## src/include/adc_defs.svh

```systemverilog
// Register map, field positions, reset values and timing factors of the converter control
`ifndef ADC_DEFS_SVH
`define ADC_DEFS_SVH

`define ADDR_W 8
`define ADDR_CTRL 8'h00
`define ADDR_STATUS 8'h04
`define ADDR_RESULT 8'h08
`define ADDR_INJ_RESULT 8'h0C
`define ADDR_IRQ_STATUS 8'h10
`define ADDR_IRQ_MASK 8'h14
`define ADDR_DIGIN 8'h18

`define CTRL_CHAN 3:0
`define CTRL_MODE 5:4
`define CTRL_START 6
`define CTRL_WAITRD 7
`define CTRL_INJ 8
`define CTRL_INJCHAN 12:9
`define CTRL_CTC 14:13
`define CTRL_STC 16:15
`define CTRL_STOP 17
`define CTRL_WMASK 32'h0001_FEBF
`define CTRL_RST 32'h0000_0000

`define RES_VALUE 9:0
`define RES_CHAN 15:12

`define IRQ_DONE 0
`define IRQ_OVR 1
`define IRQ_INJ 2
`define IRQ_W 3

`define RESP_OKAY 2'h0
`define RESP_SLVERR 2'h2

`define HALF_OSC_CLKS 16'h0001
`define CTC_MUL_00 16'h0018
`define CTC_MUL_10 16'h0060
`define CTC_MUL_11 16'h0030
`define CONV_TCC_N 16'h000E
`define CONV_TSC_N 16'h0002
`define CONV_HALF_N 16'h0004

`endif

```

## src/include/adc_pkg.sv

```systemverilog
// Types shared by the converter control modules
package adc_pkg;
  typedef enum logic [2:0] {
    ST_IDLE = 3'b001,
    ST_CONV = 3'b010,
    ST_HOLD = 3'b100
  } seq_state_e;
  typedef enum logic [1:0] {
    MD_SINGLE = 2'b00,
    MD_CONT = 2'b01,
    MD_SCAN = 2'b10,
    MD_SCAN_CONT = 2'b11
  } conv_mode_e;
endpackage

```

## src/include/bus_if.sv

```systemverilog
// Register access strobes between bus slave and register file
`timescale 1ns/1ps
`include "adc_defs.svh"
interface bus_if;
  logic wrEn;
  logic [`ADDR_W-1:0] wrAddr;
  logic [31:0] wrData;
  logic [3:0] wrStrb;
  logic wrOk;
  logic rdEn;
  logic [`ADDR_W-1:0] rdAddr;
  logic [31:0] rdData;
  logic rdOk;
  modport slave (output wrEn, wrAddr, wrData, wrStrb, rdEn, rdAddr, input wrOk, rdData, rdOk);
  modport regs (input wrEn, wrAddr, wrData, wrStrb, rdEn, rdAddr, output wrOk, rdData, rdOk);
endinterface

```

## src/include/conv_if.sv

```systemverilog
// Conversion timer control and status
`timescale 1ns/1ps
interface conv_if;
  logic start;
  logic [1:0] ctc;
  logic [1:0] stc;
  logic sampling;
  logic done;
  modport ctl (output start, ctc, stc, input sampling, done);
  modport timer (input start, ctc, stc, output sampling, done);
endinterface

```

## src/conv_timer.sv

```systemverilog
// Conversion and sample period timer
`timescale 1ns/1ps
`include "adc_defs.svh"
module conv_timer (
  input wire logic clk,
  input wire logic rst,
  conv_if.timer tm
);
  logic [15:0] count;
  logic [15:0] sampCnt;
  logic active;
  logic next_active;
  logic [15:0] next_count;
  logic [15:0] next_sampCnt;
  logic next_sampling;
  logic next_done;

  function automatic logic [15:0] tccOf(input logic [1:0] ctc);
    if (ctc == 2'b10) begin
      tccOf = 16'(`CTC_MUL_10 * `HALF_OSC_CLKS);
    end else if (ctc == 2'b11) begin
      tccOf = 16'(`CTC_MUL_11 * `HALF_OSC_CLKS);
    end else begin
      tccOf = 16'(`CTC_MUL_00 * `HALF_OSC_CLKS);
    end
  endfunction

  function automatic logic [15:0] tscOf(input logic [1:0] ctc, input logic [1:0] stc);
    tscOf = 16'(tccOf(ctc) << stc);
  endfunction

  always_comb begin
    next_active = active;
    next_count = count;
    next_sampCnt = sampCnt;
    next_done = 1'b0;
    if (tm.start) begin
      next_active = 1'b1;
      next_count = 16'(`CONV_TCC_N * tccOf(tm.ctc) + `CONV_TSC_N * tscOf(tm.ctc, tm.stc)
                   + `CONV_HALF_N * `HALF_OSC_CLKS);
      next_sampCnt = 16'(`CONV_TSC_N * tscOf(tm.ctc, tm.stc));
    end else if (active) begin
      next_count = count - 16'h0001;
      if (sampCnt != 16'h0000) begin
        next_sampCnt = sampCnt - 16'h0001;
      end
      if (count == 16'h0001) begin
        next_active = 1'b0;
        next_done = 1'b1;
      end
    end
    next_sampling = next_sampCnt != 16'h0000;
  end

  always_ff @(posedge clk) begin
    if (rst) begin
      active <= 1'b0;
      count <= 16'h0000;
      sampCnt <= 16'h0000;
      tm.sampling <= 1'b0;
      tm.done <= 1'b0;
    end else begin
      active <= next_active;
      count <= next_count;
      sampCnt <= next_sampCnt;
      tm.sampling <= next_sampling;
      tm.done <= next_done;
    end
  end
endmodule // conv_timer

```

## src/axi_lite_slave.sv

```systemverilog
// AXI4-Lite slave turning bus transfers into register strobes
`timescale 1ns/1ps
`include "adc_defs.svh"
module axi_lite_slave (
  input wire logic clk,
  input wire logic rst,
  input wire logic [`ADDR_W-1:0] awaddr,
  input wire logic awvalid,
  output logic awready,
  input wire logic [31:0] wdata,
  input wire logic [3:0] wstrb,
  input wire logic wvalid,
  output logic wready,
  output logic [1:0] bresp,
  output logic bvalid,
  input wire logic bready,
  input wire logic [`ADDR_W-1:0] araddr,
  input wire logic arvalid,
  output logic arready,
  output logic [31:0] rdata,
  output logic [1:0] rresp,
  output logic rvalid,
  input wire logic rready,
  bus_if.slave regs
);
  logic [`ADDR_W-1:0] awAddrR;
  logic [31:0] wDataR;
  logic [3:0] wStrbR;
  logic next_awready;
  logic next_wready;
  logic [`ADDR_W-1:0] next_awAddrR;
  logic [31:0] next_wDataR;
  logic [3:0] next_wStrbR;
  logic next_bvalid;
  logic [1:0] next_bresp;
  logic next_arready;
  logic next_rvalid;
  logic [31:0] next_rdata;
  logic [1:0] next_rresp;

  // Write fires once address and data are both held and no response is pending
  assign regs.wrEn = !awready && !wready && !bvalid;
  assign regs.wrAddr = awAddrR;
  assign regs.wrData = wDataR;
  assign regs.wrStrb = wStrbR;
  assign regs.rdEn = arvalid && arready;
  assign regs.rdAddr = araddr;

  always_comb begin
    next_awready = awready;
    next_wready = wready;
    next_awAddrR = awAddrR;
    next_wDataR = wDataR;
    next_wStrbR = wStrbR;
    next_bvalid = bvalid;
    next_bresp = bresp;
    next_arready = arready;
    next_rvalid = rvalid;
    next_rdata = rdata;
    next_rresp = rresp;
    if (awvalid && awready) begin
      next_awready = 1'b0;
      next_awAddrR = awaddr;
    end
    if (wvalid && wready) begin
      next_wready = 1'b0;
      next_wDataR = wdata;
      next_wStrbR = wstrb;
    end
    if (bvalid && bready) begin
      next_bvalid = 1'b0;
    end
    if (regs.wrEn) begin
      next_bvalid = 1'b1;
      next_bresp = regs.wrOk ? `RESP_OKAY : `RESP_SLVERR;
      next_awready = 1'b1;
      next_wready = 1'b1;
    end
    if (regs.rdEn) begin
      next_arready = 1'b0;
      next_rvalid = 1'b1;
      next_rdata = regs.rdData;
      next_rresp = regs.rdOk ? `RESP_OKAY : `RESP_SLVERR;
    end
    if (rvalid && rready) begin
      next_rvalid = 1'b0;
      next_arready = 1'b1;
    end
  end

  always_ff @(posedge clk) begin
    if (rst) begin
      awready <= 1'b1;
      wready <= 1'b1;
      awAddrR <= '0;
      wDataR <= 32'h0000_0000;
      wStrbR <= 4'h0;
      bvalid <= 1'b0;
      bresp <= `RESP_OKAY;
      arready <= 1'b1;
      rvalid <= 1'b0;
      rdata <= 32'h0000_0000;
      rresp <= `RESP_OKAY;
    end else begin
      awready <= next_awready;
      wready <= next_wready;
      awAddrR <= next_awAddrR;
      wDataR <= next_wDataR;
      wStrbR <= next_wStrbR;
      bvalid <= next_bvalid;
      bresp <= next_bresp;
      arready <= next_arready;
      rvalid <= next_rvalid;
      rdata <= next_rdata;
      rresp <= next_rresp;
    end
  end
endmodule // axi_lite_slave

```

## src/adc_sequencer_control.sv

```systemverilog
// Sequencer, register file and interrupt logic of the 16-channel converter
// Contract
// - Results are 10 bits from one of 16 channels; unused channels read as digital inputs.
// - A result finished before the last was read raises overrun, or waits when hold is on.
// - Single-channel single mode converts the chosen channel once, stores it and stops.
// - Single-channel continuous mode converts the chosen channel over and over.
// - Scan single mode converts each selected channel once, storing after each conversion.
// - Scan continuous mode cycles through the selected channels without end.
// - Every stored result is signalled for software or the event transfer unit.
// - With wait-for-read on, a new result waits in a buffer and converting pauses until read.
// - In continuous modes an injected channel is converted into the injection result.
// - Conversion clock select 00, 10, 11 gives 24, 96, 48 half-oscillator periods.
// - Sample clock select 00 to 11 gives 1, 2, 4, 8 conversion clocks.
// - A conversion takes 14 conversion clocks, 2 sample clocks and 4 half periods.
`timescale 1ns/1ps
`include "adc_defs.svh"
module adc_sequencer_control (
  input wire logic clk,
  input wire logic rst,
  input wire logic [`ADDR_W-1:0] awaddr,
  input wire logic awvalid,
  output logic awready,
  input wire logic [31:0] wdata,
  input wire logic [3:0] wstrb,
  input wire logic wvalid,
  output logic wready,
  output logic [1:0] bresp,
  output logic bvalid,
  input wire logic bready,
  input wire logic [`ADDR_W-1:0] araddr,
  input wire logic arvalid,
  output logic arready,
  output logic [31:0] rdata,
  output logic [1:0] rresp,
  output logic rvalid,
  input wire logic rready,
  input wire logic [9:0] convData,
  input wire logic [15:0] digitalIn,
  output logic [3:0] chanSel,
  output logic sampleHold,
  output logic resultEvent,
  output logic irq
);
  bus_if bus ();
  conv_if cv ();

  adc_pkg::seq_state_e state;
  adc_pkg::seq_state_e next_state;
  logic [31:0] ctrlReg;
  logic [31:0] next_ctrlReg;
  adc_pkg::conv_mode_e mode;
  adc_pkg::conv_mode_e next_mode;
  logic [3:0] topChan;
  logic [3:0] next_topChan;
  logic [3:0] curChan;
  logic [3:0] next_curChan;
  logic running;
  logic next_running;
  logic [9:0] result;
  logic [9:0] next_result;
  logic [3:0] resultChan;
  logic [3:0] next_resultChan;
  logic pending;
  logic next_pending;
  logic [9:0] holdBuf;
  logic [9:0] next_holdBuf;
  logic [3:0] holdChan;
  logic [3:0] next_holdChan;
  logic holdGo;
  logic next_holdGo;
  logic [9:0] injResult;
  logic [9:0] next_injResult;
  logic [3:0] injChanR;
  logic [3:0] next_injChanR;
  logic injPending;
  logic next_injPending;
  logic injActive;
  logic next_injActive;
  logic startPulse;
  logic next_startPulse;
  logic [3:0] next_chanSel;
  logic next_resultEvent;
  logic [`IRQ_W-1:0] irqStat;
  logic [`IRQ_W-1:0] next_irqStat;
  logic [`IRQ_W-1:0] irqMask;
  logic [`IRQ_W-1:0] next_irqMask;
  logic next_irq;
  logic [31:0] wdCtrl;
  logic wrCtrl;
  logic rdResult;
  logic adv;
  logic cont;
  logic [3:0] advChan;
  logic [4:0] nx;
  logic [`IRQ_W-1:0] events;

  axi_lite_slave u_bus (
    .clk(clk),
    .rst(rst),
    .awaddr(awaddr),
    .awvalid(awvalid),
    .awready(awready),
    .wdata(wdata),
    .wstrb(wstrb),
    .wvalid(wvalid),
    .wready(wready),
    .bresp(bresp),
    .bvalid(bvalid),
    .bready(bready),
    .araddr(araddr),
    .arvalid(arvalid),
    .arready(arready),
    .rdata(rdata),
    .rresp(rresp),
    .rvalid(rvalid),
    .rready(rready),
    .regs(bus.slave)
  );

  conv_timer u_tmr (
    .clk(clk),
    .rst(rst),
    .tm(cv.timer)
  );

  assign cv.start = startPulse;
  assign cv.ctc = ctrlReg[`CTRL_CTC];
  assign cv.stc = ctrlReg[`CTRL_STC];

  // Byte lane merge of a write into a stored word
  function automatic logic [31:0] mergeStrb(input logic [31:0] old, input logic [31:0] d,
                                            input logic [3:0] s);
    logic [31:0] r;
    r = old;
    for (int i = 0; i < 4; i++) begin
      if (s[i]) begin
        r[i*8 +: 8] = d[i*8 +: 8];
      end
    end
    mergeStrb = r;
  endfunction

  // Next channel and continue flag of a sequence after one conversion
  function automatic logic [4:0] seqNext(input adc_pkg::conv_mode_e m, input logic [3:0] cur,
                                         input logic [3:0] top);
    case (m)
      adc_pkg::MD_SINGLE: seqNext = {1'b0, cur};
      adc_pkg::MD_CONT: seqNext = {1'b1, cur};
      adc_pkg::MD_SCAN: seqNext = (cur == 4'h0) ? {1'b0, top} : {1'b1, cur - 4'h1};
      default: seqNext = (cur == 4'h0) ? {1'b1, top} : {1'b1, cur - 4'h1};
    endcase
  endfunction

  // Channels taken by the running sequence
  function automatic logic [15:0] chanMask(input adc_pkg::conv_mode_e m, input logic [3:0] top);
    logic [15:0] r;
    r = 16'h0000;
    for (int i = 0; i < 16; i++) begin
      if ((m[1] && i <= int'(top)) || (!m[1] && i == int'(top))) begin
        r[i] = 1'b1;
      end
    end
    chanMask = r;
  endfunction

  assign wrCtrl = bus.wrEn && bus.wrAddr == `ADDR_CTRL;
  assign wdCtrl = mergeStrb(ctrlReg, bus.wrData, bus.wrStrb);
  assign rdResult = bus.rdEn && bus.rdAddr == `ADDR_RESULT;

  // Register read mux and address decode
  always_comb begin
    bus.rdData = 32'h0000_0000;
    bus.rdOk = 1'b1;
    if (bus.rdAddr == `ADDR_CTRL) begin
      bus.rdData = ctrlReg;
    end else if (bus.rdAddr == `ADDR_STATUS) begin
      bus.rdData = {28'h000_0000, state == adc_pkg::ST_HOLD, injActive | injPending, pending,
                    state != adc_pkg::ST_IDLE};
    end else if (bus.rdAddr == `ADDR_RESULT) begin
      bus.rdData[`RES_VALUE] = result;
      bus.rdData[`RES_CHAN] = resultChan;
    end else if (bus.rdAddr == `ADDR_INJ_RESULT) begin
      bus.rdData[`RES_VALUE] = injResult;
      bus.rdData[`RES_CHAN] = injChanR;
    end else if (bus.rdAddr == `ADDR_IRQ_STATUS) begin
      bus.rdData[`IRQ_W-1:0] = irqStat;
    end else if (bus.rdAddr == `ADDR_IRQ_MASK) begin
      bus.rdData[`IRQ_W-1:0] = irqMask;
    end else if (bus.rdAddr == `ADDR_DIGIN) begin
      bus.rdData[15:0] = digitalIn & ~(running ? chanMask(mode, topChan) : 16'h0000);
    end else begin
      bus.rdOk = 1'b0;
    end
  end

  always_comb begin
    bus.wrOk = 1'b1;
    if (bus.wrAddr == `ADDR_CTRL) begin
      bus.wrOk = 1'b1;
    end else if (bus.wrAddr == `ADDR_IRQ_STATUS || bus.wrAddr == `ADDR_IRQ_MASK) begin
      bus.wrOk = 1'b1;
    end else if (bus.wrAddr == `ADDR_STATUS || bus.wrAddr == `ADDR_RESULT) begin
      bus.wrOk = 1'b1;
    end else if (bus.wrAddr == `ADDR_INJ_RESULT || bus.wrAddr == `ADDR_DIGIN) begin
      bus.wrOk = 1'b1;
    end else begin
      bus.wrOk = 1'b0;
    end
  end

  // Sequencer next state
  always_comb begin
    next_state = state;
    next_ctrlReg = ctrlReg;
    next_mode = mode;
    next_topChan = topChan;
    next_curChan = curChan;
    next_running = running;
    next_result = result;
    next_resultChan = resultChan;
    next_pending = pending;
    next_holdBuf = holdBuf;
    next_holdChan = holdChan;
    next_holdGo = holdGo;
    next_injResult = injResult;
    next_injChanR = injChanR;
    next_injPending = injPending;
    next_injActive = injActive;
    next_startPulse = 1'b0;
    next_chanSel = chanSel;
    next_resultEvent = 1'b0;
    events = '0;
    adv = 1'b0;
    cont = 1'b0;
    advChan = curChan;
    nx = seqNext(mode, curChan, topChan);
    if (wrCtrl) begin
      next_ctrlReg = wdCtrl & `CTRL_WMASK;
      if (wdCtrl[`CTRL_STOP]) begin
        next_running = 1'b0;
      end
      if (wdCtrl[`CTRL_INJ] && running && mode[0]) begin
        next_injPending = 1'b1;
      end
    end
    if (rdResult) begin
      next_pending = 1'b0;
    end
    case (state)
      adc_pkg::ST_IDLE: begin
        if (wrCtrl && wdCtrl[`CTRL_START]) begin
          next_mode = adc_pkg::conv_mode_e'(wdCtrl[`CTRL_MODE]);
          next_topChan = wdCtrl[`CTRL_CHAN];
          next_curChan = wdCtrl[`CTRL_CHAN];
          next_chanSel = wdCtrl[`CTRL_CHAN];
          next_running = 1'b1;
          next_startPulse = 1'b1;
          next_state = adc_pkg::ST_CONV;
        end
      end
      adc_pkg::ST_CONV: begin
        if (cv.done && injActive) begin
          next_injResult = convData;
          next_injChanR = chanSel;
          next_injActive = 1'b0;
          events[`IRQ_INJ] = 1'b1;
          adv = 1'b1;
          cont = 1'b1;
        end else if (cv.done) begin
          if (pending && !rdResult && ctrlReg[`CTRL_WAITRD]) begin
            next_holdBuf = convData;
            next_holdChan = chanSel;
            next_curChan = nx[3:0];
            next_holdGo = nx[4];
            next_state = adc_pkg::ST_HOLD;
          end else begin
            next_result = convData;
            next_resultChan = chanSel;
            next_pending = 1'b1;
            next_resultEvent = 1'b1;
            events[`IRQ_DONE] = 1'b1;
            events[`IRQ_OVR] = pending && !rdResult;
            adv = 1'b1;
            cont = nx[4];
            advChan = nx[3:0];
          end
        end
      end
      adc_pkg::ST_HOLD: begin
        if (rdResult) begin
          next_result = holdBuf;
          next_resultChan = holdChan;
          next_pending = 1'b1;
          next_resultEvent = 1'b1;
          events[`IRQ_DONE] = 1'b1;
          adv = 1'b1;
          cont = holdGo;
        end
      end
      default: begin
        next_state = adc_pkg::ST_IDLE;
      end
    endcase
    if (adv) begin
      if (cont && next_running) begin
        next_curChan = advChan;
        next_startPulse = 1'b1;
        next_state = adc_pkg::ST_CONV;
        if (next_injPending) begin
          next_chanSel = ctrlReg[`CTRL_INJCHAN];
          next_injActive = 1'b1;
          next_injPending = 1'b0;
        end else begin
          next_chanSel = advChan;
        end
      end else begin
        next_state = adc_pkg::ST_IDLE;
        next_running = 1'b0;
        next_injPending = 1'b0;
      end
    end
    next_irqMask = irqMask;
    next_irqStat = irqStat;
    if (bus.wrEn && bus.wrAddr == `ADDR_IRQ_MASK && bus.wrStrb[0]) begin
      next_irqMask = bus.wrData[`IRQ_W-1:0];
    end
    if (bus.wrEn && bus.wrAddr == `ADDR_IRQ_STATUS && bus.wrStrb[0]) begin
      next_irqStat = irqStat & ~bus.wrData[`IRQ_W-1:0];
    end
    next_irqStat = next_irqStat | events;
    next_irq = |(next_irqStat & next_irqMask);
  end

  always_ff @(posedge clk) begin
    if (rst) begin
      state <= adc_pkg::ST_IDLE;
      ctrlReg <= `CTRL_RST;
      mode <= adc_pkg::MD_SINGLE;
      topChan <= 4'h0;
      curChan <= 4'h0;
      running <= 1'b0;
      result <= 10'h000;
      resultChan <= 4'h0;
      pending <= 1'b0;
      holdBuf <= 10'h000;
      holdChan <= 4'h0;
      holdGo <= 1'b0;
      injResult <= 10'h000;
      injChanR <= 4'h0;
      injPending <= 1'b0;
      injActive <= 1'b0;
      startPulse <= 1'b0;
      chanSel <= 4'h0;
      resultEvent <= 1'b0;
      irqStat <= '0;
      irqMask <= '0;
      irq <= 1'b0;
    end else begin
      state <= next_state;
      ctrlReg <= next_ctrlReg;
      mode <= next_mode;
      topChan <= next_topChan;
      curChan <= next_curChan;
      running <= next_running;
      result <= next_result;
      resultChan <= next_resultChan;
      pending <= next_pending;
      holdBuf <= next_holdBuf;
      holdChan <= next_holdChan;
      holdGo <= next_holdGo;
      injResult <= next_injResult;
      injChanR <= next_injChanR;
      injPending <= next_injPending;
      injActive <= next_injActive;
      startPulse <= next_startPulse;
      chanSel <= next_chanSel;
      resultEvent <= next_resultEvent;
      irqStat <= next_irqStat;
      irqMask <= next_irqMask;
      irq <= next_irq;
    end
  end

  always_ff @(posedge clk) begin
    if (rst) begin
      sampleHold <= 1'b0;
    end else begin
      sampleHold <= cv.sampling;
    end
  end
endmodule // adc_sequencer_control

```

## config.mk

```make
export PLATFORM = sky130hd
export DESIGN_NAME = adc_sequencer_control
export DESIGN_NICKNAME = d
export VERILOG_FILES = /design/src/include/adc_pkg.sv /design/src/include/bus_if.sv /design/src/include/conv_if.sv /design/src/conv_timer.sv /design/src/axi_lite_slave.sv /design/src/adc_sequencer_control.sv
export VERILOG_INCLUDE_DIRS = /design/src /design/src/include
export SDC_FILE = /design/constraint.sdc
export NUM_CORES = 1
export LEC_CHECK = 0
export BUFFER_PORTS_ARGS = -buffer_cell sky130_fd_sc_hd__buf_2
export CORE_ASPECT_RATIO = 1.75
export CORE_MARGIN = 5
export CORE_UTILIZATION = 44
export CTS_BUF_LIST = sky130_fd_sc_hd__clkbuf_16
export DETAILED_ROUTE_END_ITERATION = 16
export GPL_ROUTABILITY_DRIVEN = 0
export GPL_TIMING_DRIVEN = 1
export PLACE_DENSITY = 0.67
export SLEW_MARGIN = 5
export SYNTH_ARGS = -nofsm -noshare
export SYNTH_HDL_FRONTEND = slang
export SYNTH_SLANG_ARGS = --single-unit
```

## constraint.sdc

```tcl
create_clock -name clk -period 2.87 [get_ports clk]
set_clock_uncertainty 0.1 [all_clocks]
set_input_delay 0.287 -clock clk [delete_from_list [all_inputs] [get_ports clk]]
set_output_delay 0.287 -clock clk [all_outputs]
set_load 0.02 [all_outputs]
```

## Word-level counts from Yosys, hierarchy flattened

Index checks and enable logic that the tools add are counted.
W data, S select, Z words.

| word-level totals | value |
|---|---|
| bits in registers | 194 |
| bits of input ports | 85 |
| output and inout bits | 48 |
| word-level logic and storage cells | 467 |

| cells by class | value |
|---|---|
| $add $sub $neg | 5 |
| multipliers | 1 |
| order comparisons | 15 |
| eq/ne operators | 45 |
| shifts and indexed selects | 1 |
| muxes and demuxes | 251 |
| bitwise operators | 9 |
| reductions and logical operators | 98 |

Operators by type and width:

| operator | number |
|---|---|
| $mux W1 | 178 |
| $mux W16 | 10 |
| $mux W4 | 22 |
| $mux W10 | 6 |
| $logic_and A1 B1 Y1 | 51 |
| $eq A8 B5 Y1 const B | 6 |
| $eq A4 B4 Y1 const A | 8 |
| $eq A8 B4 Y1 const B | 4 |
| $le A4 B4 Y1 const A | 8 |
| $reduce_bool A16 Y1 | 2 |
| $sub A16 B1 Y16 const B | 2 |
| $mux W3 | 9 |
| $mux W13 | 2 |
| $mux W2 | 10 |
| $pmux W10 S2 | 1 |
| $logic_or A1 B1 Y1 | 19 |
| $mux W17 | 1 |
| $add A16 B16 Y16 | 1 |
| $add A16 B3 Y16 const B | 1 |
| $and A16 B16 Y16 | 1 |
| $eq A16 B1 Y1 const B | 1 |
| $eq A3 B4 Y1 const A | 4 |
| $eq A8 B3 Y1 const B | 2 |
| $le A3 B4 Y1 const A | 4 |
| 40 further kinds | 72 |

## Longest topological paths before layout

Gate-level depths: netlist of run 1.

| depth | value |
|---|---|
| depth after elaboration | 21 |
| mapped depth | 14 |
| depth with buffers taken out | 13 |

## Modules after synthesis

A second synthesis of run 1 with hierarchy kept.

| unflattened totals | value |
|---|---|
| cell total of the unflattened synthesis | 1253 |
| area, all modules | 10632.7 um2 |

By module, submodules not included:

| module | times used | cells an instance | area each (um2) |
|---|---|---|---|
| adc_sequencer_control | 1 | 589 | 4760.8 |
| axi_lite_slave | 1 | 384 | 3588.4 |
| conv_timer | 1 | 280 | 2283.4 |

## Worst setup path before layout of run 1

No wires, ideal clock.

| timing path | value |
|---|---|
| kind | reg-to-reg |
| start | register ctrlReg[16] |
| end | register u_tmr.count[11] |
| library setup time | 91 ps |
| data arrival time | 2594 ps |
| data required time | 2679 ps |
| setup slack | 85 ps |
| stages on the path, launching flop included | 15 |
| clock period less this slack | 2785 ps |
| path through | dfxtp_1 > clkbuf_1 > inv_1 > a21oi_1 > a211o_1 > inv_1 > ha_1 > inv_1 > fa_1 > nor2b_1 > o21ai_0 > a21boi_0 > o21ai_0 > a21o_1 > a311oi_1 |

| on the way | value |
|---|---|
| longest elaborated chain between the ends | 4 |

Ends and longest elaborated chain:

| element | RTL line | RTL |
|---|---|---|
| start: declaration | adc_sequencer_control.sv:49 | `logic [31:0] ctrlReg;` |
| start signal: assignment | adc_sequencer_control.sv:337 | `` ctrlReg <= `CTRL_RST; `` |
| start signal: assignment | adc_sequencer_control.sv:360 | `ctrlReg <= next_ctrlReg;` |
| $shl A16 B2 Y15 | conv_timer.sv:29 | `tscOf = 16'(tccOf(ctc) << stc);` |
| $add A16 B16 Y16 (no source line) | n/a |  |
| $add A16 B3 Y16 (no source line) | n/a |  |
| $mux W16 | conv_timer.sv:37 | `if (tm.start) begin` |
| end signal: assignment | conv_timer.sv:64 | `count <= next_count;` |
| end: declaration | conv_timer.sv:9 | `logic [15:0] count;` |

Every way passes these cells.
A chain may end at the register's enable or synchronous reset.

## Worst setup path in the final report of run 1

| timing path | value |
|---|---|
| start | register u_tmr.sampCnt[0] |
| end | register u_tmr.tm.sampling |

| on the way | value |
|---|---|
| longest elaborated chain between the ends | 5 |
| elaborated cells between the ends (all ways) | 6 |
| classes of those cells | 1 x add/sub; 3 x mux; 2 x reduce/logical |

Ends and longest elaborated chain:

| element | RTL line | RTL |
|---|---|---|
| start: declaration | conv_timer.sv:10 | `logic [15:0] sampCnt;` |
| start signal: assignment | conv_timer.sv:65 | `sampCnt <= next_sampCnt;` |
| $sub A16 B1 Y16 or $reduce_bool A16 Y1 (tied branches) | conv_timer.sv:45, conv_timer.sv:44 |  |
| $mux W16 | conv_timer.sv:44 | `if (sampCnt != 16'h0000) begin` |
| $mux W16 (*) | conv_timer.sv:42 | `end else if (active) begin` |
| $mux W16 (*) | conv_timer.sv:37 |  |
| $reduce_bool A16 Y1 (*) | conv_timer.sv:52 | `next_sampling = next_sampCnt != 16'h0000;` |
| end signal: assignment | conv_timer.sv:66 | `tm.sampling <= next_sampling;` |
| end: declaration | conv_if.sv:10 | `modport timer (input start, ctc, stc, output sampling, done);` |

Every way passes the cells marked *; elsewhere a longest branch is shown, timed or not.

==> results of run 1 <==
[metrics by stage]
stage | area [µm²] | instances
detailed placement | 9963 | 1463
global placement | 9963 | 1463
global route | 10800 | 1518
floorplan | 9159 | 1154
finish | 10800 | 1518
CTS | 10760 | 1518
[where the power goes]
group	internal [W]	leakage (nW)	switching, W
sequential	0.00250	1.44	0.0000383
combinational	0.000146	2.39	0.000238
clock	0.00128	0.278	0.000991
total	0.00392	4.10	0.00127
[cells by family after synthesis]
kind of cell / Yosys count / share of synthesized area (%)
multiplexers: 43 / 4.882
AO/OA/AOI/OAI: 286 / 20.60
buffers and inverters: 119 / 5.913
adder cells (fa/ha/maj): 20 / 2.833
other: 1 / 0.04121
AND/OR/NAND/NOR: 472 / 24.86
flip-flops: 177 / 38.94
XOR/XNOR: 20 / 1.925
[registers in the layout, indices dropped and copies added, names as in the netlist, 2 cells and up]
| name | cells |
|---|---|
| u_tmr.sampCnt | 16 |
| resultChan | 4 |
| u_bus.regs.wrStrb | 3 |
| mode | 2 |
| u_bus.regs.wrData | 18 |
| curChan | 4 |
| topChan | 4 |
| result | 10 |
| irqStat | 3 |
| injResult | 10 |
| u_bus.regs.wrAddr | 8 |
| irqMask | 3 |
| u_tmr.count | 16 |
| state | 3 |
| u_bus.rdata | 17 |
| holdBuf | 10 |
| ctrlReg | 15 |
| injChanR | 4 |
| holdChan | 4 |
| chanSel | 4 |
[final cells by class]
class                      count  area [µm²]
timing repair buffer         174        1141
tap                          248       310.3
inverter                      29       108.9
sequential                   177        3551
clock inverter                15       143.9
clock buffer                  17       425.4
multi-input combinational    858        5122
fill                        1996        9572
[synthesized netlist by cell type (all sizes together) (6+ instances only)]
cell and instances:
a211oi 39, a21oi 115, a22oi 7, a311oi 9, a31oi 9, a32oi 7
and2 9, buf 32, clkbuf 58, dfxtp 177, ha 19, inv 28
mux2 11, mux2i 32, nand2 181, nand2b 13, nand3 27, nand4 11
nor2 117, nor3 37, nor4 15, nor4b 6, o211ai 12, o21ai 30
o31ai 8, or3 13, or4 7, xnor2 12, xor2 8
[how the worst max path moves through the flow]
| stage | startpoint | to | slack [ns] | cells past startpoint |
|---|---|---|---|---|
| after detailed placement | ctrlReg[15] | u_tmr.count[11] | -0.01 | 13 |
| after floorplan | ctrlReg[16] | u_tmr.count[11] | 0.08 | 14 |
| after global placement | ctrlReg[15] | u_tmr.count[11] | 0.06 | 13 |
| final | u_tmr.sampCnt[0] | u_tmr.tm.sampling | 0.008 | 9 |
| after global routing | u_tmr.sampCnt[0] | u_tmr.tm.sampling | 0.0008 | 9 |
| after CTS | ctrlReg[13] | u_tmr.count[11] | 0.03 | 13 |
[what timing repair did]
action / in CTS / in global routing
gates resized for setup: 2 / 13
endpoints found under the setup margin: 1 / 4
pin swaps: 0 / 2
hold endpoints to repair: 23 / 0
gates cloned: 0 / 0
hold buffers: 23 / 0
[cells in the final DEF, fill, tap and decap left out, drive strengths merged, types with 15 or more instances in the layout]
cell / instances
nand2: 181
dfxtp: 177
buf: 151
nor2: 117
a21oi: 115
a211oi: 39
nor3: 37
inv: 33
mux2i: 32
o21ai: 30
nand3: 27
dlygate4sd3: 23
ha: 19
conb: 17
clkbuf: 17
nor4: 15
[metal layers]
layer  GRT usage (%)  share of wire [%]  vias to the layer above
met3           3.725                4.1                       75
met5               0              0.048                        -
met4           12.60                5.3                        2
met2           41.67                 53                      253
met1           23.94                 38                     4053
li1                -                  -                     4281
[worst reg2reg max path, stage by stage (launching register included)]
cell and delay [ns]:
dfxtp_1 0.37, inv_1 0.10, ha_1 0.17, nor4bb_1 0.30, buf_4 0.18, nand4_1 0.11
mux2i_1 0.22, o311ai_0 0.27, o41ai_1 0.56, o21ai_0 0.29
==> metrics, run 1 <==
initial antenna violation count 1; syn avg cell area 7.995 µm²; crit path time final 2.862 ns; Max clock buf depth 2; EDFF count, synth 0; Cells after Synth about 1100; # nets final about 1400; Hold Vio Cnt, Final 0; Data arrival, critical path roughly 3 ns; Syn-to-layout area delta 18.73%; CTS Buf Count 17; Least-Margin Pin Slew 0.7044 ns; Synth Flop Type dfxtp_1; die area 23770 µm²; worst path bufs/invs 2; PwrDens 480.4 nW/µm²; Vias/cell 5.708; final setup fails 0; Setup TNS 0 ns; cell taking the most area after synthesis dfxtp_1; clock sinks 177; global route overflow 0; Yosys reg bits 177; critical path required time 3.02 ns; largest net degree at the start of global routing 148; CTS tree built; Detailed Routing Iterations Pass 1 5; flop2flop setup slack 0.008 ns; CP Class reg2reg; Antenna Nets Post-Route 0; initial drt markers 608; crit path launch type flip-flop; fraction of final layout cells sized beyond drive strength 1 17.56%; fin crit share approximately 100%; CTS clk-pin slew, worst paths around 0.07 ns; worst-path maximum fanout 6; first-pass GRT wire length 43170 µm; Setup Fix Bufs, Post-CTS 0; DR vias 8664; Cell Chain, Critical Path inv_1 -> ha_1 -> nor4bb_1 -> buf_4 -> nand4_1 -> mux2i_1 -> o311ai_0 -> o41ai_1 -> o21ai_0; P_leak 4.101 nW; Final Max Tran Viols 0; Final HPWL DP approximately 20000 µm; Worst Hold Path Cells 3; PortBufs 100; maximum capacitance violations 0; DRC violations left 0; min-delay src wdata[14]; CP max-delay cell o41ai_1; WHS 0.01274 ns; cell family with the largest share of critical-path delay compound AO/OA/AOI/OAI gates; reg-to-reg endpoint u_tmr.tm.sampling; Post-Place Worst Slack -0.01010 ns; Std-Cell Core Area 20370 µm²; Util after Layout a little over half; maximum operating frequency 349.4 MHz; CTS H-tree depth 4; CP endpoint kind flip-flop; R2R Path Start u_tmr.sampCnt[0]; status finished clean; WL/cell 17.84 µm; Rows 69; r2r worst-path depth 9; worst min path class in2reg; register area share after synthesis 38.94%; Worst-Skew Late Latency 0.43 ns; Die W 118.7 µm; Post-Route WL 27080 µm; CTS root buffer clkbuf_16; Die Ht 200.2 µm; Slew HR between 50% and 60%; final worst setup slack 0.007763 ns; initial core utilization about 45%; RSZ-0062 raised after global routing false; Synth area leaders dfxtp_1, nand2_1, a21oi_1, nor2_1, mux2i_1; I/O Pins 133; Synth Warn # 0; Mapped Area 9099 µm²; Min-Delay Endpoint u_bus.regs.wrData[14]; Post-synth ARST share 0%; Tot Pwr 0.005189 W; Synth top area share 38.94%; slowest stage delay, CP 0.56 ns; number of global-route vias before repair 8445; Inserted Diodes 0; GR Util All Layers a little under a quarter; Cell variety after synth 82; Peak VDD IR 423.3 µV
Power figures use the tool's default switching activity.
==> run 2, diff against run 1 <==
REMOVE_ABC_BUFFERS = 1   (was unset)
SLEW_MARGIN = 25   (was 5)
==> metrics, run 2 (synthesis results as in run 1) <==
Sw Ratio about a quarter; initial antenna violation count 0; worst min path class in2reg; Vias/cell 5.675; maximum operating frequency ~370 MHz; maximum capacitance violations 0; reg-to-reg endpoint u_tmr.count[11]; P_leak about 4.2 nW; Worst-Skew Late Latency 0.44 ns; # nets final approximately 1400; most frequent cells in the layout nand2_1, dfxtp_1, nor2_1; Min-Delay Endpoint u_bus.regs.wrData[4]; CTS tree built; P_int 0.004103 W; critical path required time 3.12 ns; largest net degree at the start of global routing 53; I/O Pins 133; number of global-route vias before repair 8646; Fill cells 2015; DR vias a little under 9000; Detailed Routing Iterations Pass 1 6; r2r worst-path depth 13; Data arrival, critical path between 2 and 3 ns; WL/cell 17.91 µm; Worst Hold Path Cells 3; Setup TNS 0 ns; die area 23770 µm²; combinational fraction of design power 7.2%; Std-Cell Core Area approximately 20000 µm²; fraction of final layout cells sized beyond drive strength 1 between 10% and 20%; PortBufs 100; clock sinks 177; global route overflow 0; Die W about 120 µm; Syn-to-layout area delta 20.02%; Inserted Diodes 0; most common cell after layout, fill and taps aside nand2_1; Antenna Nets Post-Route 0; Hold Vio Cnt, Final 0; initial drt markers 588; worst-path maximum fanout 3; Peak VDD IR 382.4 µV; placed instance area 9946 µm²; cell area after layout 10920 µm²; Reg power frac 47.1%; Final Max Tran Viols 0; max reg flops 18; Max clock buf depth 2; crit path launch type flip-flop; flop2flop setup slack 0.15 ns; Post-Route WL between 20000 and 30000 µm; CTS clk-pin slew, worst paths 0.07 ns; area taken by multi-input logic gates 5105 µm²; fin crit share 94.78%; CTS root buffer clkbuf_16; first-pass GRT wire length 43360 µm; R2R Path Start ctrlReg[13]; PwrDens 492.9 nW/µm²; GR Util All Layers between 20 and 25%; initial core utilization 44.66%; Slew HR 41.06%; CTS Buf Count 17; Clk pwr share 45.6%; final setup fails 0; Tot Pwr 0.005382 W; Die Ht roughly 200 µm; status finished clean; min-delay src wdata[4]; Reg area 3552 µm²; Psw 0.001279 W; Least-Margin Pin Slew slightly below 0.9 ns; DRC violations left 0; crit path time final 2.720 ns; CP Class reg2reg; CTS H-tree depth 4; CP endpoint kind flip-flop; Rows 69; Final HPWL DP 19670 µm
-- run 2: cell types whose count changed in the layout (fill, tap and decap cells not counted), moves of 2 or more --
| cell | change |
|---|---|
| a21oi_1 | +2 |
| inv_6 | -2 |
| dlygate4sd3_1 | +9 |
| clkinv_4 | +4 |
| clkinvlp_4 | -4 |
| a21oi_2 | -2 |
| buf_4 | +2 |
| bufinv_16 | +2 |
| dfxtp_2 | -2 |
-- run 2: how the worst max path moves through the flow --
stage                        from         endpoint  slack (ns)  cells past startpoint
floorplan           u_bus.arready       curChan[2]        0.13                      6
global placement      ctrlReg[15]  u_tmr.count[11]        0.07                     12
detailed placement    ctrlReg[15]  u_tmr.count[11]        0.01                     13
CTS                   ctrlReg[16]  u_tmr.count[11]        0.01                     13
global route          ctrlReg[15]  u_tmr.count[11]      -0.004                     13
finish                ctrlReg[13]  u_tmr.count[11]        0.15                     13
-- run 2: worst max-delay path, stage by stage (launching register included) --
cell and delay [ns]:
dfxtp_1 0.32, nand2b_1 0.16, a21oi_1 0.15, a211o_1 0.15
inv_1 0.06, ha_1 0.29, inv_1 0.07, fa_2 0.39
nor2b_1 0.13, o21ai_1 0.08, a21boi_1 0.21, o21ai_2 0.09
a21o_1 0.18, a311oi_1 0.23
-- run 2: timing repair --
item / in CTS / in global routing
buffers inserted: 0 / 1
endpoints found under the setup margin: 1 / 4
hold buffers: 32 / 0
pin swaps: 0 / 4
gates resized for setup: 2 / 11
endpoints found under the hold margin: 38 / 0
-- run 2: cell type report --
class / count / share of cell area (%)
inverter: 29 / 0.9968
tap: 248 / 2.841
clock buffer: 17 / 3.895
sequential: 177 / 32.53
multi-input combinational: 858 / 46.75
clock inverter: 15 / 1.764
timing repair buffer: 184 / 11.23
-- run 2: power groups by stage --
stage | logic [W] | registers [W] | clock network (W)
after CTS | 0.000391 | 0.00254 | 0.00249
after global routing | 0.000429 | 0.00254 | 0.00258
after detailed placement | 0.000357 | 0.00259 | 0
final | 0.000390 | 0.00254 | 0.00246
after global placement | 0.000354 | 0.00259 | 0
after floorplan | 0.000148 | 0.00261 | 0
-- run 2: per-stage QoR --
| stage | setup WS (ns) | utilization (%) | std cells | hold WS [ns] |
|---|---|---|---|---|
| after floorplan | 0.1293 | - | 1064 | 0.2561 |
| after global placement | 0.06767 | 48.81 | 1463 | 0.3389 |
| after detailed placement | 0.01185 | 48.81 | 1463 | 0.3431 |
| after CTS | 0.009840 | 53.43 | 1527 | 0.0002638 |
| after global routing | -0.003555 | 53.60 | 1528 | 0.005098 |
| final | 0.1497 | 53.60 | 1528 | 0.002815 |
-- run 2: routing by layer --
layer | GRT usage (%) | vias up | wire, µm
met5 | 0 | - | 0
met4 | 12.31 | 0 | 1330
met3 | 3.837 | 69 | 1268
met2 | 43.15 | 259 | 14790
met1 | 23.04 | 4046 | 9985
li1 | - | 4298 | -
==> run 3, diff against run 2 <==
--- a/config.mk
+++ b/config.mk
@@ -10,10 +10,9 @@
 export CORE_ASPECT_RATIO = 1.75
 export CORE_MARGIN = 5
-export CORE_UTILIZATION = 44
+export CORE_UTILIZATION = 25
 export CTS_BUF_LIST = sky130_fd_sc_hd__clkbuf_16
 export DETAILED_ROUTE_END_ITERATION = 16
 export GPL_ROUTABILITY_DRIVEN = 0
 export GPL_TIMING_DRIVEN = 1
-export PLACE_DENSITY = 0.67
 export REMOVE_ABC_BUFFERS = 1
 export SLEW_MARGIN = 25
--- a/constraint.sdc
+++ b/constraint.sdc
@@ -3,3 +3,3 @@
 set_input_delay 0.287 -clock clk [delete_from_list [all_inputs] [get_ports clk]]
 set_output_delay 0.287 -clock clk [all_outputs]
-set_load 0.02 [all_outputs]
+set_load 0.05 [all_outputs]
==> metrics, run 3 (synthesis results as in run 1) <==
Crit path depth 13; Slew HR 50.68%; r2r worst-path depth 13; DR vias between 8000 and 9000; Least-Margin Pin Slew 0.7399 ns; crit path time final 2.715 ns; Syn-to-layout area delta 23.84%; Final Max Tran Viols 0; CP endpoint kind flip-flop; CTS root buffer clkbuf_16; Die W roughly 150 µm; DRC violations left 0; Cell Chain, Critical Path nand2b_1 -> a21oi_1 -> a211o_1 -> inv_1 -> ha_1 -> inv_1 -> fa_2 -> nor2b_1 -> o21ai_1 -> a21boi_1 -> o21ai_1 -> a21o_1 -> a311oi_2; Worst Hold Path Cells 3; WHS 0.007874 ns; first-pass GRT wire length 46640 µm; PortBufs 100; number of global-route vias before repair 8869; GR Util All Layers between 10 and 15%; Antenna Nets Post-Route 0; crit path launch type flip-flop; initial antenna violation count 0; clock sinks 177; final setup fails 0; status finished clean; most common cell after layout, fill and taps aside nand2_1; cell area after layout 11270 µm²; initial core utilization 25.25%; placed instance area 10290 µm²; CTS clk-pin slew, worst paths ~0.070 ns; # nets final around 1400; critical path required time 3.13 ns; Std-Cell Core Area 36030 µm²; PwrDens 481.2 nW/µm²; Rows 92; Fill cells 3833; Die Ht 262.4 µm; maximum operating frequency 368.3 MHz; CTS tree built; most frequent cells in the layout nand2_1, dfxtp_1, nor2_1; cell family with the largest share of critical-path delay compound AO/OA/AOI/OAI gates; fin crit share 94.61%; initial drt markers 419; CTS H-tree depth 4; Detailed Routing Iterations Pass 1 5; CP max-delay cell fa_2; Post-Route WL 29490 µm; Max clock buf depth 2; maximum capacitance violations 0; max reg flops 18; worst min path class in2reg; Vias/cell 4.954; slowest stage delay, CP ~0.40 ns; P_leak 4.193 nW; Hold Vio Cnt, Final 0; worst-path maximum fanout 4; Worst-Skew Late Latency between 0.4 and 0.5 ns; CTS Buf Count 17; Final HPWL DP between 20000 and 25000 µm; Data arrival, critical path 2.98 ns; fraction of final layout cells sized beyond drive strength 1 17.69%; largest net degree at the start of global routing 148; WL/cell ~17 µm; global route overflow 0; Peak VDD IR 279.2 µV; die area 40460 µm²; Inserted Diodes 0; I/O Pins 133; CP Class reg2reg; worst path bufs/invs 2
## run 3: worst min-delay path, stage by stage
cell and delay [ns]:
buf_2 0.12, nand2_1 0.05, a21oi_1 0.05
## run 3: layer usage
metal | share of wire, % | wire length (µm) | track usage [%]
met1 | 33 | 9782 | 12.92
met2 | 57 | 16900 | 28.90
met3 | 3.0 | 898 | 2.257
met4 | 6.5 | 1911 | 9.412
met5 | 0 | 0 | 0
## run 3: through the flow
| step | util (%) | worst slack, ns | total power, W | cells | setup TNS (ns) |
|---|---|---|---|---|---|
| final | 31.28 | 0.1546 | 0.005422 | 1759 | 0 |
| after global routing | 31.28 | -0.03015 | 0.005601 | 1759 | -0.03015 |
| after CTS | 31.19 | 0.02061 | 0.005470 | 1757 | 0 |
| after detailed placement | 28.57 | -0.01259 | 0.003039 | 1691 | -0.01259 |
| after global placement | 28.57 | 0.07814 | 0.003035 | 1691 | 0 |
| after floorplan | - | -0.05091 | 0.002831 | 1064 | -0.07992 |
## run 3: report_power, final
group          switching, W  internal (W)  total [W]
combinational      0.000320      0.000159   0.000479
clock               0.00109       0.00131    0.00241
sequential        0.0000370       0.00250    0.00254
## run 3: final timing paths
check | endpoint | slack [ns] | start
min reg2reg | sampleHold | 0.35 | u_tmr.tm.sampling
max | u_tmr.count[11] | 0.15 | ctrlReg[13]
min | injResult[7] | 0.008 | convData[7]
max reg2reg | u_tmr.count[11] | 0.15 | ctrlReg[13]
## run 3: layout make-up
class	instances	area (µm²)	share of cell area, %
Sequential cell	177	3546	31.47
Multi-Input combinational cell	858	5102	45.28
Inverter	29	108.9	0.9660
Timing Repair Buffer	193	1324	11.75
Clock inverter	15	173.9	1.543
Tap cell	470	588.1	5.219
Clock buffer	17	425.4	3.775
## run 3: timing repair
item / 4_1_cts / 5_1_grt
gates resized for setup: 2 / 7
setup buffers: 0 / 2
setup endpoints to repair: 1 / 4
hold buffers: 34 / 0
pin swaps: 0 / 2
hold endpoints to repair: 38 / 0
